`src/hdl/nfsb_pkg.sv`:
```
// Constants, register map and types of the NAND flash host sequencer.
// Assumes one 250 MHz clock and a small-page x8 NAND flash on the pins.
// Notes on behaviour
// [RQ1] Device fetches a page within 12 us, busy meanwhile
// [RQ2] Main area programmed once, spare twice per erase
// [RQ3] Device goes busy after last word of page
// [RQ4] Chip select high aborts read fetch quickly
// [RQ5] Hold chip select high 100 ns to end reads
// [RQ6] Reset finishes within 5, 10 or 500 us
// [RQ7] Reset while ready still busies up to 5 us
// [RQ8] Write protect settles 100 ns before final strobe
// [RQ9] Status bits 0 and 1 report pass or fail
// [RQ10] Status bit 6 is ready, low when busy
// [RQ11] Status bit 5 shows internal controller idle
// [RQ12] Identifier gives maker code then device code
// [RQ13] Chip select may drop between data cycles
// [RQ14] Chip-select-free variant never crosses pages alone
// [RQ15] Spare marker not all ones marks block bad
// [RQ16] Good blocks leave the factory fully erased
// [RQ17] Block zero is always good
// [RQ18] Scan bad-block markers before any erase
// [RQ19] Worn block failures show in status fail bit
// [RQ20] Failed program spares other pages of block
// [RQ21] Relocate failing blocks, report failures to software
// [RQ22] Status bit 7 low when write protected
// [RQ23] Reset with protect high gives status C0h; the flash model gives E0h once ready
// [RQ24] Identifier mode is command 90h then address 00h
// [RQ25] Ready/busy pin low while an operation runs
package nfsb_pkg;
  localparam int unsigned CLK_MHZ = 250;
  localparam int unsigned DQ_W = 8;
  localparam int unsigned ROW_W = 17;
  localparam int unsigned PAGE_W = 5;
  localparam int unsigned BLK_W = ROW_W - PAGE_W;
  localparam int unsigned CNT_W = 24;
  localparam int unsigned AW = 8;
  localparam int unsigned DW = 32;

  // Pin timing in ns, busy ceiling in ms
  localparam int unsigned T_STRB_LO_NS = 20;
  localparam int unsigned T_CYC_NS = 30;
  localparam int unsigned T_CS_NS = 20;
  localparam int unsigned T_WB_NS = 100;
  localparam int unsigned T_WHR_NS = 60;
  localparam int unsigned T_CEH_NS = 100;
  localparam int unsigned T_WW_NS = 100;
  localparam int unsigned T_BUSY_MAX_MS = 3;

  // Least time to cycles, rounded up, never below one
  function automatic int unsigned ns_to_cyc(input int unsigned ns);
    int unsigned c;
    c = (ns * CLK_MHZ + 999) / 1000;
    return (c == 0) ? 1 : c;
  endfunction

  function automatic logic [BLK_W-1:0] row_blk(input logic [ROW_W-1:0] row);
    return row[ROW_W-1:PAGE_W];
  endfunction

  localparam int unsigned STRB_LO_CYC = ns_to_cyc(T_STRB_LO_NS);
  localparam int unsigned STRB_HI_CYC = ns_to_cyc(T_CYC_NS) - STRB_LO_CYC;
  localparam logic [3:0] STRB_LO_LD = 4'(STRB_LO_CYC - 1);
  localparam logic [3:0] STRB_HI_LD = 4'(STRB_HI_CYC - 1);
  localparam logic [CNT_W-1:0] CS_LD = CNT_W'(ns_to_cyc(T_CS_NS) - 1);
  localparam logic [CNT_W-1:0] WB_LD = CNT_W'(ns_to_cyc(T_WB_NS) - 1);
  localparam logic [CNT_W-1:0] WHR_LD = CNT_W'(ns_to_cyc(T_WHR_NS) - 1);
  localparam logic [CNT_W-1:0] CEH_LD = CNT_W'(ns_to_cyc(T_CEH_NS) - 1);
  localparam logic [7:0] WW_CNT = 8'(ns_to_cyc(T_WW_NS));
  localparam int unsigned BUSY_MAX_DEF = T_BUSY_MAX_MS * 1000 * 1000 / (1000 / CLK_MHZ);

  // Register byte addresses
  localparam logic [AW-1:0] REG_CTRL = 8'h00;
  localparam logic [AW-1:0] REG_OP = 8'h04;
  localparam logic [AW-1:0] REG_ROW = 8'h08;
  localparam logic [AW-1:0] REG_STAT = 8'h0C;
  localparam logic [AW-1:0] REG_DATA = 8'h10;
  localparam logic [AW-1:0] REG_ID = 8'h14;

  // Control bits
  localparam int unsigned CTRL_W = 3;
  localparam int unsigned CTRL_WP = 0;
  localparam int unsigned CTRL_CSREL = 1;
  localparam int unsigned CTRL_SPARE = 2;

  // Operation register layout and codes
  localparam int unsigned OPC_W = 4;
  localparam int unsigned OPC_LSB = 0;
  localparam int unsigned ARG_LSB = 8;
  localparam logic [OPC_W-1:0] OP_CMD = 4'h0;
  localparam logic [OPC_W-1:0] OP_ADDR = 4'h1;
  localparam logic [OPC_W-1:0] OP_WRITE = 4'h2;
  localparam logic [OPC_W-1:0] OP_READ = 4'h3;
  localparam logic [OPC_W-1:0] OP_WAIT = 4'h4;
  localparam logic [OPC_W-1:0] OP_END = 4'h5;
  localparam logic [OPC_W-1:0] OP_ID = 4'h6;
  localparam logic [OPC_W-1:0] OP_STATUS = 4'h7;
  localparam logic [OPC_W-1:0] OP_MARK = 4'h8;

  // Status register bits
  localparam int unsigned SB_BUSY = 0;
  localparam int unsigned SB_REFUSED = 1;
  localparam int unsigned SB_TIMEOUT = 2;
  localparam int unsigned SB_BAD = 3;
  localparam int unsigned SB_SCANNED = 4;
  localparam int unsigned SB_FAIL = 5;
  localparam int unsigned SB_RB = 6;
  localparam int unsigned SB_WP = 7;
  localparam int unsigned SB_NST = 8;

  // Flash command bytes and status coding
  localparam logic [DQ_W-1:0] CMD_READ_ID = 8'h90;
  localparam logic [DQ_W-1:0] ID_ADDR = 8'h00;
  localparam logic [DQ_W-1:0] CMD_STATUS = 8'h70;
  localparam logic [DQ_W-1:0] CMD_PROG = 8'h80;
  localparam logic [DQ_W-1:0] CMD_ERASE = 8'h60;
  localparam logic [DQ_W-1:0] MARK_GOOD = 8'hFF;
  localparam int unsigned NST_FAIL = 0;
  localparam int unsigned NST_CFAIL = 1;
  localparam logic [1:0] MAIN_MAX = 2'h1;
  localparam logic [1:0] SPARE_MAX = 2'h2;

  typedef enum logic [1:0] {K_CMD, K_ADDR, K_WR, K_RD} nfsb_kind_e;
  typedef enum logic [1:0] {C_IDLE, C_LO, C_HI} nfsb_cph_e;
  typedef enum logic [2:0] {S_IDLE, S_WPW, S_CYC, S_WHR, S_WB, S_BUSY, S_CEH} nfsb_st_e;

  typedef struct packed {
    logic cle;
    logic ale;
    logic we_n;
    logic re_n;
    logic dq_oe_n;
    logic [DQ_W-1:0] dq;
  } nfsb_bus_s;

  typedef struct packed {
    nfsb_cph_e ph;
    logic [3:0] cnt;
    nfsb_kind_e kind;
    logic done;
    logic [DQ_W-1:0] rd;
    nfsb_bus_s bus;
  } nfsb_cyc_s;

  typedef struct packed {
    nfsb_st_e st;
    logic [OPC_W-1:0] op;
    logic [1:0] step;
    logic [CNT_W-1:0] cnt;
    logic [CTRL_W-1:0] ctrl;
    logic [ROW_W-1:0] row;
    logic [DQ_W-1:0] rd;
    logic [DQ_W-1:0] id0;
    logic [DQ_W-1:0] id1;
    logic [DQ_W-1:0] nst;
    logic refused;
    logic timeout;
    logic bad;
    logic scanned;
    logic fail;
    logic [BLK_W-1:0] scan_blk;
    logic [ROW_W-1:0] prog_row;
    logic [1:0] main_cnt;
    logic [1:0] spare_cnt;
    logic [7:0] wp_cnt;
    logic [7:0] ce_hi;
    logic ce_n;
    logic wp_n;
    logic start;
    nfsb_kind_e kind;
    logic [DQ_W-1:0] wbyte;
    logic [DW-1:0] rdata;
  } nfsb_ctl_s;
endpackage

```
`src/hdl/nfsb_pin_cycle.sv`:
```
// One command, address, write or read cycle on the flash strobes.
// Assumes start only while idle; chip select is handled by the caller.
`timescale 1ns/1ps
module nfsb_pin_cycle (
  // Clock and reset
  input wire logic clk,
  input wire logic rst,
  // Request
  input wire logic start,
  input nfsb_pkg::nfsb_kind_e kind,
  input wire logic [nfsb_pkg::DQ_W-1:0] wbyte,
  input wire logic [nfsb_pkg::DQ_W-1:0] dq_in,
  // Answer
  output logic done,
  output logic [nfsb_pkg::DQ_W-1:0] rd,
  output nfsb_pkg::nfsb_bus_s bus
);
  import nfsb_pkg::*;

  localparam nfsb_bus_s BUS_IDLE = '{cle: 1'b0, ale: 1'b0, we_n: 1'b1, re_n: 1'b1,
                                     dq_oe_n: 1'b1, dq: '0};
  localparam nfsb_cyc_s CYC_RST = '{ph: C_IDLE, cnt: '0, kind: K_CMD, done: 1'b0,
                                    rd: '0, bus: BUS_IDLE};

  nfsb_cyc_s q;
  nfsb_cyc_s n;

  always_comb
  begin
    n = q;
    n.done = 1'b0;
    unique case (q.ph)
      C_IDLE:
        if (start)
        begin
          n.ph = C_LO;
          n.cnt = STRB_LO_LD;
          n.kind = kind;
          n.bus.cle = (kind == K_CMD);
          n.bus.ale = (kind == K_ADDR);
          n.bus.we_n = (kind == K_RD);
          n.bus.re_n = (kind != K_RD);
          n.bus.dq_oe_n = (kind == K_RD);
          n.bus.dq = wbyte;
        end
      C_LO:
        if (q.cnt != 4'h0)
          n.cnt = q.cnt - 4'h1;
        else
        begin
          // Data sampled at the end of the low phase, after access time
          if (q.kind == K_RD)
            n.rd = dq_in;
          n.ph = C_HI;
          n.cnt = STRB_HI_LD;
          n.bus.we_n = 1'b1;
          n.bus.re_n = 1'b1;
        end
      C_HI:
        if (q.cnt != 4'h0)
          n.cnt = q.cnt - 4'h1;
        else
        begin
          n.ph = C_IDLE;
          n.done = 1'b1;
          n.bus = BUS_IDLE;
        end
      default:
        n = CYC_RST;
    endcase
  end

  always_ff @(posedge clk or posedge rst)
  begin
    if (rst)
      q <= CYC_RST;
    else
      q <= n;
  end

  assign done = q.done;
  assign rd = q.rd;
  assign bus = q.bus;
endmodule

```
`src/hdl/nfsb_host.sv`:
```
// Host sequencer that drives a small-page NAND flash through its pins.
// Assumes pin inputs synchronous to CLK_SYS and software on a strobe port.
`timescale 1ns/1ps
module nfsb_host #(
  parameter int unsigned BUSY_MAX_CYC = nfsb_pkg::BUSY_MAX_DEF
) (
  // Clock and reset
  input wire logic CLK_SYS,
  input wire logic RST,
  // Register port
  input wire logic [nfsb_pkg::AW-1:0] ADDR,
  input wire logic [nfsb_pkg::DW-1:0] WDATA,
  input wire logic WR_STB,
  input wire logic RD_STB,
  output logic [nfsb_pkg::DW-1:0] RDATA,
  // Flash pins
  output logic CE_N,
  output logic CLE,
  output logic ALE,
  output logic WE_N,
  output logic RE_N,
  output logic WP_N,
  output logic [nfsb_pkg::DQ_W-1:0] DQ_O,
  output logic DQ_OE_N,
  input wire logic [nfsb_pkg::DQ_W-1:0] DQ_I,
  input wire logic RB_N
);
  import nfsb_pkg::*;

  localparam logic [CNT_W-1:0] BUSY_LD = CNT_W'(BUSY_MAX_CYC - 1);
  localparam nfsb_ctl_s CTL_RST = '{st: S_IDLE, kind: K_CMD, ce_n: 1'b1, default: '0};

  nfsb_ctl_s q;
  nfsb_ctl_s n;
  nfsb_bus_s bus;
  logic cyc_done;
  logic [DQ_W-1:0] cyc_rd;
  logic wr_op;
  logic [OPC_W-1:0] op_new;
  logic [DQ_W-1:0] arg_new;
  logic same_row;
  logic is_spare;
  logic [1:0] cur_cnt;
  logic prog_over;
  logic erase_bad;
  logic mark_ok;
  logic wp_ok;
  logic [DW-1:0] rv;

  nfsb_pin_cycle u_cyc (
    .clk(CLK_SYS),
    .rst(RST),
    .start(q.start),
    .kind(q.kind),
    .wbyte(q.wbyte),
    .dq_in(DQ_I),
    .done(cyc_done),
    .rd(cyc_rd),
    .bus(bus)
  );

  assign wr_op = WR_STB && (ADDR == REG_OP);
  assign op_new = WDATA[OPC_LSB +: OPC_W];
  assign arg_new = WDATA[ARG_LSB +: DQ_W];
  assign same_row = (q.row == q.prog_row);
  assign is_spare = q.ctrl[CTRL_SPARE];
  assign cur_cnt = !same_row ? 2'h0 : (is_spare ? q.spare_cnt : q.main_cnt);
  // Partial-program budget of the last programmed page only, cleared by a new row or by erasing its block
  assign prog_over = (arg_new == CMD_PROG) &&
                     (cur_cnt >= (is_spare ? SPARE_MAX : MAIN_MAX)); // [RQ2]
  // Erase only after the marker of that block was scanned
  assign erase_bad = (arg_new == CMD_ERASE) &&
                     !(q.scanned && (q.scan_blk == row_blk(q.row))); // [RQ18]
  // Second page is consulted only when the first page marker was bad
  assign mark_ok = (q.row[PAGE_W-1:0] == '0) ||
                   ((q.row[PAGE_W-1:0] == PAGE_W'(1)) && q.scanned && q.bad &&
                    (q.scan_blk == row_blk(q.row))); // [RQ15]
  assign wp_ok = (q.wp_cnt == WW_CNT) && (q.wp_n == q.ctrl[CTRL_WP]);

  always_comb
  begin
    rv = '0;
    unique case (ADDR)
      REG_CTRL:
        rv[CTRL_W-1:0] = q.ctrl;
      REG_OP:
        rv[OPC_LSB +: OPC_W] = q.op;
      REG_ROW:
        rv[ROW_W-1:0] = q.row;
      REG_STAT:
      begin
        rv[SB_BUSY] = (q.st != S_IDLE);
        rv[SB_REFUSED] = q.refused;
        rv[SB_TIMEOUT] = q.timeout;
        rv[SB_BAD] = q.bad;
        rv[SB_SCANNED] = q.scanned;
        rv[SB_FAIL] = q.fail;
        rv[SB_RB] = RB_N;
        rv[SB_WP] = q.wp_n;
        rv[SB_NST +: DQ_W] = q.nst;
      end
      REG_DATA:
        rv[DQ_W-1:0] = q.rd;
      REG_ID:
        rv[2*DQ_W-1:0] = {q.id1, q.id0};
      default:
        rv = '0;
    endcase
  end

  always_comb
  begin
    n = q;
    n.start = 1'b0;
    n.rdata = RD_STB ? rv : '0;
    n.ce_hi = q.ce_n ? ((q.ce_hi == 8'hFF) ? q.ce_hi : q.ce_hi + 8'h01) : 8'h00;
    if (WR_STB && ADDR == REG_CTRL)
      n.ctrl = WDATA[CTRL_W-1:0];
    if (WR_STB && ADDR == REG_ROW)
      n.row = WDATA[ROW_W-1:0];
    // Protect pin follows control; settle time counted from each change
    if (q.ctrl[CTRL_WP] != q.wp_n)
    begin
      n.wp_n = q.ctrl[CTRL_WP];
      n.wp_cnt = 8'h00;
    end
    else if (q.wp_cnt != WW_CNT)
      n.wp_cnt = q.wp_cnt + 8'h01;
    if (wr_op && q.st != S_IDLE)
      n.refused = 1'b1;
    unique case (q.st)
      S_IDLE:
        if (wr_op)
        begin
          n.refused = 1'b0;
          n.timeout = 1'b0;
          n.op = op_new;
          n.step = 2'h0;
          n.wbyte = arg_new;
          n.cnt = q.ce_n ? CS_LD : '0;
          n.st = S_WPW;
          unique case (op_new)
            OP_CMD:
              if (prog_over || erase_bad)
              begin
                n.refused = 1'b1; // [RQ2] [RQ18]
                n.st = S_IDLE;
              end
              else
              begin
                n.kind = K_CMD;
                if (arg_new == CMD_PROG)
                begin
                  n.prog_row = q.row;
                  n.main_cnt = same_row ? q.main_cnt : 2'h0;
                  n.spare_cnt = same_row ? q.spare_cnt : 2'h0;
                  if (is_spare)
                    n.spare_cnt = cur_cnt + 2'h1; // [RQ2]
                  else
                    n.main_cnt = cur_cnt + 2'h1; // [RQ2]
                end
                if (arg_new == CMD_ERASE && row_blk(q.prog_row) == row_blk(q.row))
                begin
                  n.main_cnt = 2'h0;
                  n.spare_cnt = 2'h0;
                end
              end
            OP_ADDR:
              n.kind = K_ADDR;
            OP_WRITE:
              n.kind = K_WR;
            OP_READ:
              n.kind = K_RD;
            OP_ID:
            begin
              n.kind = K_CMD;
              n.wbyte = CMD_READ_ID; // [RQ24]
            end
            OP_STATUS:
            begin
              n.kind = K_CMD;
              n.wbyte = CMD_STATUS;
            end
            OP_WAIT:
            begin
              n.st = S_WB;
              n.cnt = WB_LD;
            end
            OP_END:
            begin
              n.st = S_CEH;
              n.cnt = CEH_LD;
              n.ce_n = 1'b1; // [RQ5]
            end
            OP_MARK:
            begin
              n.st = S_IDLE;
              if (mark_ok)
              begin
                n.bad = (q.rd != MARK_GOOD); // [RQ15]
                n.scanned = 1'b1;
                n.scan_blk = row_blk(q.row);
              end
              else
                n.refused = 1'b1;
            end
            default:
            begin
              n.refused = 1'b1;
              n.st = S_IDLE;
            end
          endcase
          if (n.st == S_WPW)
            n.ce_n = 1'b0;
        end
      S_WPW:
        if (q.cnt != '0)
          n.cnt = q.cnt - CNT_W'(1);
        else if (q.kind != K_CMD || wp_ok) // [RQ8]
        begin
          n.start = 1'b1;
          n.st = S_CYC;
        end
      S_CYC:
        if (cyc_done)
        begin
          n.step = q.step + 2'h1;
          n.st = S_IDLE;
          if (q.kind == K_RD)
            n.rd = cyc_rd;
          if (q.op == OP_ID && q.step == 2'h0)
          begin
            n.st = S_WPW;
            n.kind = K_ADDR;
            n.wbyte = ID_ADDR; // [RQ24]
          end
          else if ((q.op == OP_ID && q.step == 2'h1) || (q.op == OP_STATUS && q.step == 2'h0))
          begin
            n.st = S_WHR;
            n.cnt = WHR_LD;
          end
          else if (q.op == OP_ID && q.step == 2'h2)
          begin
            n.id0 = cyc_rd; // [RQ24]
            n.st = S_WPW;
          end
          else if (q.op == OP_ID)
            n.id1 = cyc_rd; // [RQ24]
          else if (q.op == OP_STATUS)
          begin
            n.nst = cyc_rd;
            n.fail = cyc_rd[NST_FAIL] | cyc_rd[NST_CFAIL]; // [RQ21]
          end
        end
      S_WHR:
        if (q.cnt != '0)
          n.cnt = q.cnt - CNT_W'(1);
        else
        begin
          n.st = S_WPW;
          n.kind = K_RD;
        end
      S_WB:
        if (q.cnt != '0)
          n.cnt = q.cnt - CNT_W'(1);
        else
          n.st = S_BUSY;
      S_BUSY:
        if (RB_N)
          n.st = S_IDLE;
        else if (q.cnt == BUSY_LD)
        begin
          n.timeout = 1'b1;
          n.st = S_IDLE;
        end
        else
          n.cnt = q.cnt + CNT_W'(1);
      S_CEH:
        if (q.cnt != '0)
          n.cnt = q.cnt - CNT_W'(1);
        else
          n.st = S_IDLE;
      default:
        n = CTL_RST;
    endcase
    // Chip select may rest high between cycles; operation state is kept
    if (n.st == S_IDLE && q.ctrl[CTRL_CSREL])
      n.ce_n = 1'b1; // [RQ13]
  end

  always_ff @(posedge CLK_SYS or posedge RST)
  begin
    if (RST)
      q <= CTL_RST;
    else
      q <= n;
  end

  assign RDATA = q.rdata;
  assign CE_N = q.ce_n;
  assign WP_N = q.wp_n;
  assign CLE = bus.cle;
  assign ALE = bus.ale;
  assign WE_N = bus.we_n;
  assign RE_N = bus.re_n;
  assign DQ_O = bus.dq;
  assign DQ_OE_N = bus.dq_oe_n;
endmodule

```
`config.mk`:
```
export PLATFORM = sky130hd
export DESIGN_NAME = nfsb_host
export DESIGN_NICKNAME = d
export VERILOG_FILES = /design/src/hdl/nfsb_pkg.sv /design/src/hdl/nfsb_pin_cycle.sv /design/src/hdl/nfsb_host.sv
export SDC_FILE = /design/constraint.sdc
export NUM_CORES = 1
export LEC_CHECK = 0
export ABC_AREA = 0
export BUFFER_PORTS_ARGS = -buffer_cell sky130_fd_sc_hd__buf_4
export CAP_MARGIN = 10
export CORE_AREA = 3 3 172 216
export DETAILED_ROUTE_END_ITERATION = 6
export DIE_AREA = 0 0 175 219
export SLEW_MARGIN = 20
export SYNTH_ARGS = -nofsm -noshare
export SYNTH_HDL_FRONTEND = slang
export SYNTH_SLANG_ARGS = --single-unit
```
`constraint.sdc`:
```
create_clock -name CLK_SYS -period 7.3 [get_ports CLK_SYS]
set_input_delay 0.73 -clock CLK_SYS [delete_from_list [all_inputs] [get_ports CLK_SYS]]
set_output_delay 0.73 -clock CLK_SYS [all_outputs]
set_load 0.03 [all_outputs]
```
==> impl_results.md <==
- Detailed placement HPWL: 19.7 mm
- Outcome: completed
- Synth top cells by count: 187 x dfrtp_1, 133 x nand2_1, 75 x o21ai_0, 73 x nor2_1, 52 x a21oi_1
- Number of synthesized flops with an enable pin: 0
- Clk sinks: 191
- Part of the Yosys area used for sequential elements: 45.2%
- GPL Wtd Cong: 0.847
- Worst Skew: 0.0130 ns
- Clk pwr share: 34.0%
- Iteration-0 DRC Markers: 603
- Pleak: 0.00560 uW
- Async SR Flop Fraction: 100%
- Metal2 WL: 13.6 mm
- Worst Path Arrival: 4.40 ns
- Multi-input logic area: 0.00526 mm^2
- Antenna fix cells: 0
- Layout cells sized above 1: 12.5%
- Net Switching: 917 uW
- # Post-CTS Setup Buffers: 0
- Minimum clock period: 4.07 ns
- CTS Buf Count: 17
- Critical Path Max Stage Delay: 0.66 ns
- IO Port Bufs: 69
- Critical Path RT: 7.64 ns
- Crit-path cells: inv_1 -> ha_1 -> buf_4 -> inv_1 -> fa_1 -> nor2b_1 -> o21a_1 -> o21ai_1 -> a211oi_1 -> o211ai_1 -> a21oi_1 -> nor3_1 -> o41ai_1
- Vias in the first global route: 8013
- Max-slew headroom: 28.8%
- Final Non-Filler Cells: 1616
- Max-Cap Viols: 0
- First-pass GRT wire length: 43.7 mm
- Rows: 77
- Area Growth Syn to Fin: 13.0%
- Initial antenna violation count: 0
- Mapped Cells: 1105
- Via count: 8196
- Total Wirelength: 27.3 mm
- CP Capture Type: register
- Final setup vio count: 0
- Post-route ant nets: 0
- RSZ-0062 raised after global routing: false
- Die footprint: 0.0383 mm^2
- Worst hold path class: register to register
- Largest net degree at the start of global routing: 137
- Critical path startpoint category: register
- Most used cell, CP: inv_1
- CTS max path bufs: 2
- Nets: 1221
- Die Ht: 219 um
- Logic pwr share: 22.0%
- Ys flop type: dfrtp_1
- Remaining Overflow, GRT: 0
- Worst vdd ir: 0.199 mV
- Min Hold Slack: 0.479 ns
- F_max: 246 MHz
- Core Area: 0.0353 mm^2
- Crit share post-route: 55.7%
- Synth Warn #: 0
- Worst-path clk slew: 0.07 ns
- Vias per cell: 5.07
- Synth cell types: 77
- Sw Ratio: 32.5%
- DRC: 0
- Metal-1 WL: 12.0 mm
- CP max stage cell: dfrtp_1
- WS Path Type: register to register
- DRT Pass-1 Iters: 7
- Final setup TNS: 0 ns
- Slew @ Worst Pin: 1.07 ns
- Initial core utilization: 30.0%
- IO Count: 100
- GRT Overall Usage: 14.3%
- H-tree depth: 4
- Max-slew violation count: 0
- Fraction of power consumed by sequential logic: 44.0%
- Hold-fix buffers, CTS: 0
- Post-Synthesis Mean Instance Area: 9.58 um^2
- CTS tree: yes
- Cell Int Power: 1900 uW
- CTS Root Cell: clkbuf_16
- Pwr dens: 236 mW/mm^2
- Met3 wire length: 992 um
- Placed Cells: 1584
- Number of synthesized register bits: 191
- Layout fillers: 3663
- Most numerous cell in the Yosys netlist: dfrtp_1
- Total Power: 2820 uW
- Clock latency on the worst-skew pair: 0.45 ns
- Area leader, netlist: dfrtp_1
- Register area: 0.00478 mm^2
- Final Hold Viols: 0
- DR top layer: met4
- Synth top area share: 44.2%
- Chip width: 175 um
- Routed len/inst: 16.9 um
- Top post-synthesis cells by area: dfrtp_1 44%, nand2_1 4.7%, ha_1 4.5%
- Area of the mapped netlist: 0.0106 mm^2
- CP Max Fanout: 26
- Resize count post-CTS: 0
-- cell type report --
class	count	area share, %
Tap cell	474	4.96
Multi-Input combinational cell	805	44.0
Inverter	38	1.26
Sequential cell	191	40.0
Timing Repair Buffer	76	4.77
Clock inverter	11	1.07
Clock buffer	21	3.93
-- logic make-up after synthesis --
group           Yosys count  synth area share (%)
other cells               1                0.0354
flops                   191                  45.2
xor+xnor                 51                  4.22
compound gates          287                  18.0
buf+inv                 123                  5.88
mux                      58                  5.88
simple gates            355                  16.1
fa+ha+maj                39                  4.68
-- cells in the final DEF (no fill, tap or decap), types with 12 or more instances in the layout --
cell type  synthesis  routed
nand2_1          133     133
a22o_1            30      30
and2_1            18      18
buf_4             40      76
clkbuf_16          0      17
nor3_1            20      19
dfrtp_1          187     187
mux2_1            21      21
o31ai_1           15      15
nand3_1           33      33
o21ai_0           75      75
nand4_1           12      12
a21o_1            14      14
inv_1             38      37
ha_1              38      38
mux2_2            12      12
nor4_1            13      13
nor2_1            73      73
conb_1             1      15
mux2i_1           25      25
xnor2_1           23      23
o21ai_1           24      23
xor2_1            28      28
a21oi_1           52      52
-- worst max-delay path: cells and delay by family (launching register included) --
| family | cells | cell delay (ns) |
|---|---|---|
| buffers and inverters | 3 | 0.69 |
| adder cells (fa/ha/maj) | 2 | 0.78 |
| AO/OA/AOI/OAI | 6 | 1.60 |
| flip-flops | 1 | 0.66 |
| AND/OR/NAND/NOR | 2 | 0.22 |
-- per-stage QoR --
step	setup slack, ns	instance area [um^2]	util (%)
final	3.23	12000	33.9
after global routing	2.91	12000	33.9
after CTS	2.98	11900	33.9
after floorplan	1.38	10600	-
after global placement	3.07	11300	32.2
after detailed placement	3.05	11300	32.2
-- flip-flops by register name, indices dropped and copies added (netlist names) --
register	flops
u_cyc.done	1
u_cyc.bus	13
u_cyc.q	8
CE_N	1
WP_N	1
RDATA	17
is_spare	1
u_cyc.rd	8
q	141
-- power groups by stage --
stage | combinational, uW | sequential (uW) | clock [uW]
floorplan | 469 | 1230 | 0
global placement | 605 | 1260 | 0
detailed placement | 616 | 1260 | 0
CTS | 622 | 1240 | 980
global route | 692 | 1250 | 1020
finish | 621 | 1240 | 960
-- metal layers --
layer  GRT usage, %  vias to the layer above
met5              0                        -
met4           5.38                        0
met3           2.73                       35
met2           25.0                      157
met1           17.6                     4047
li1               -                     3957
-- final timing paths --
path	start	end	slack (ns)	cells past startpoint
min in group asynchronous	RST	q[137]$_DFFE_PP0P_	0.50	2
hold / removal	u_cyc.bus[1]$_DFFE_PP0P_	u_cyc.bus[1]$_DFFE_PP0P_	0.48	2
setup / recovery	q[181]$_DFF_PP0_	q[171]$_DFFE_PP0P_	3.23	13
hold reg to reg	u_cyc.bus[1]$_DFFE_PP0P_	u_cyc.bus[1]$_DFFE_PP0P_	0.48	2
max in group asynchronous	RST	u_cyc.rd[2]$_DFFE_PP0P_	5.45	3
setup reg to reg	q[181]$_DFF_PP0_	q[171]$_DFFE_PP0P_	3.23	13
No activity file was read; power rests on OpenSTA's default activity.
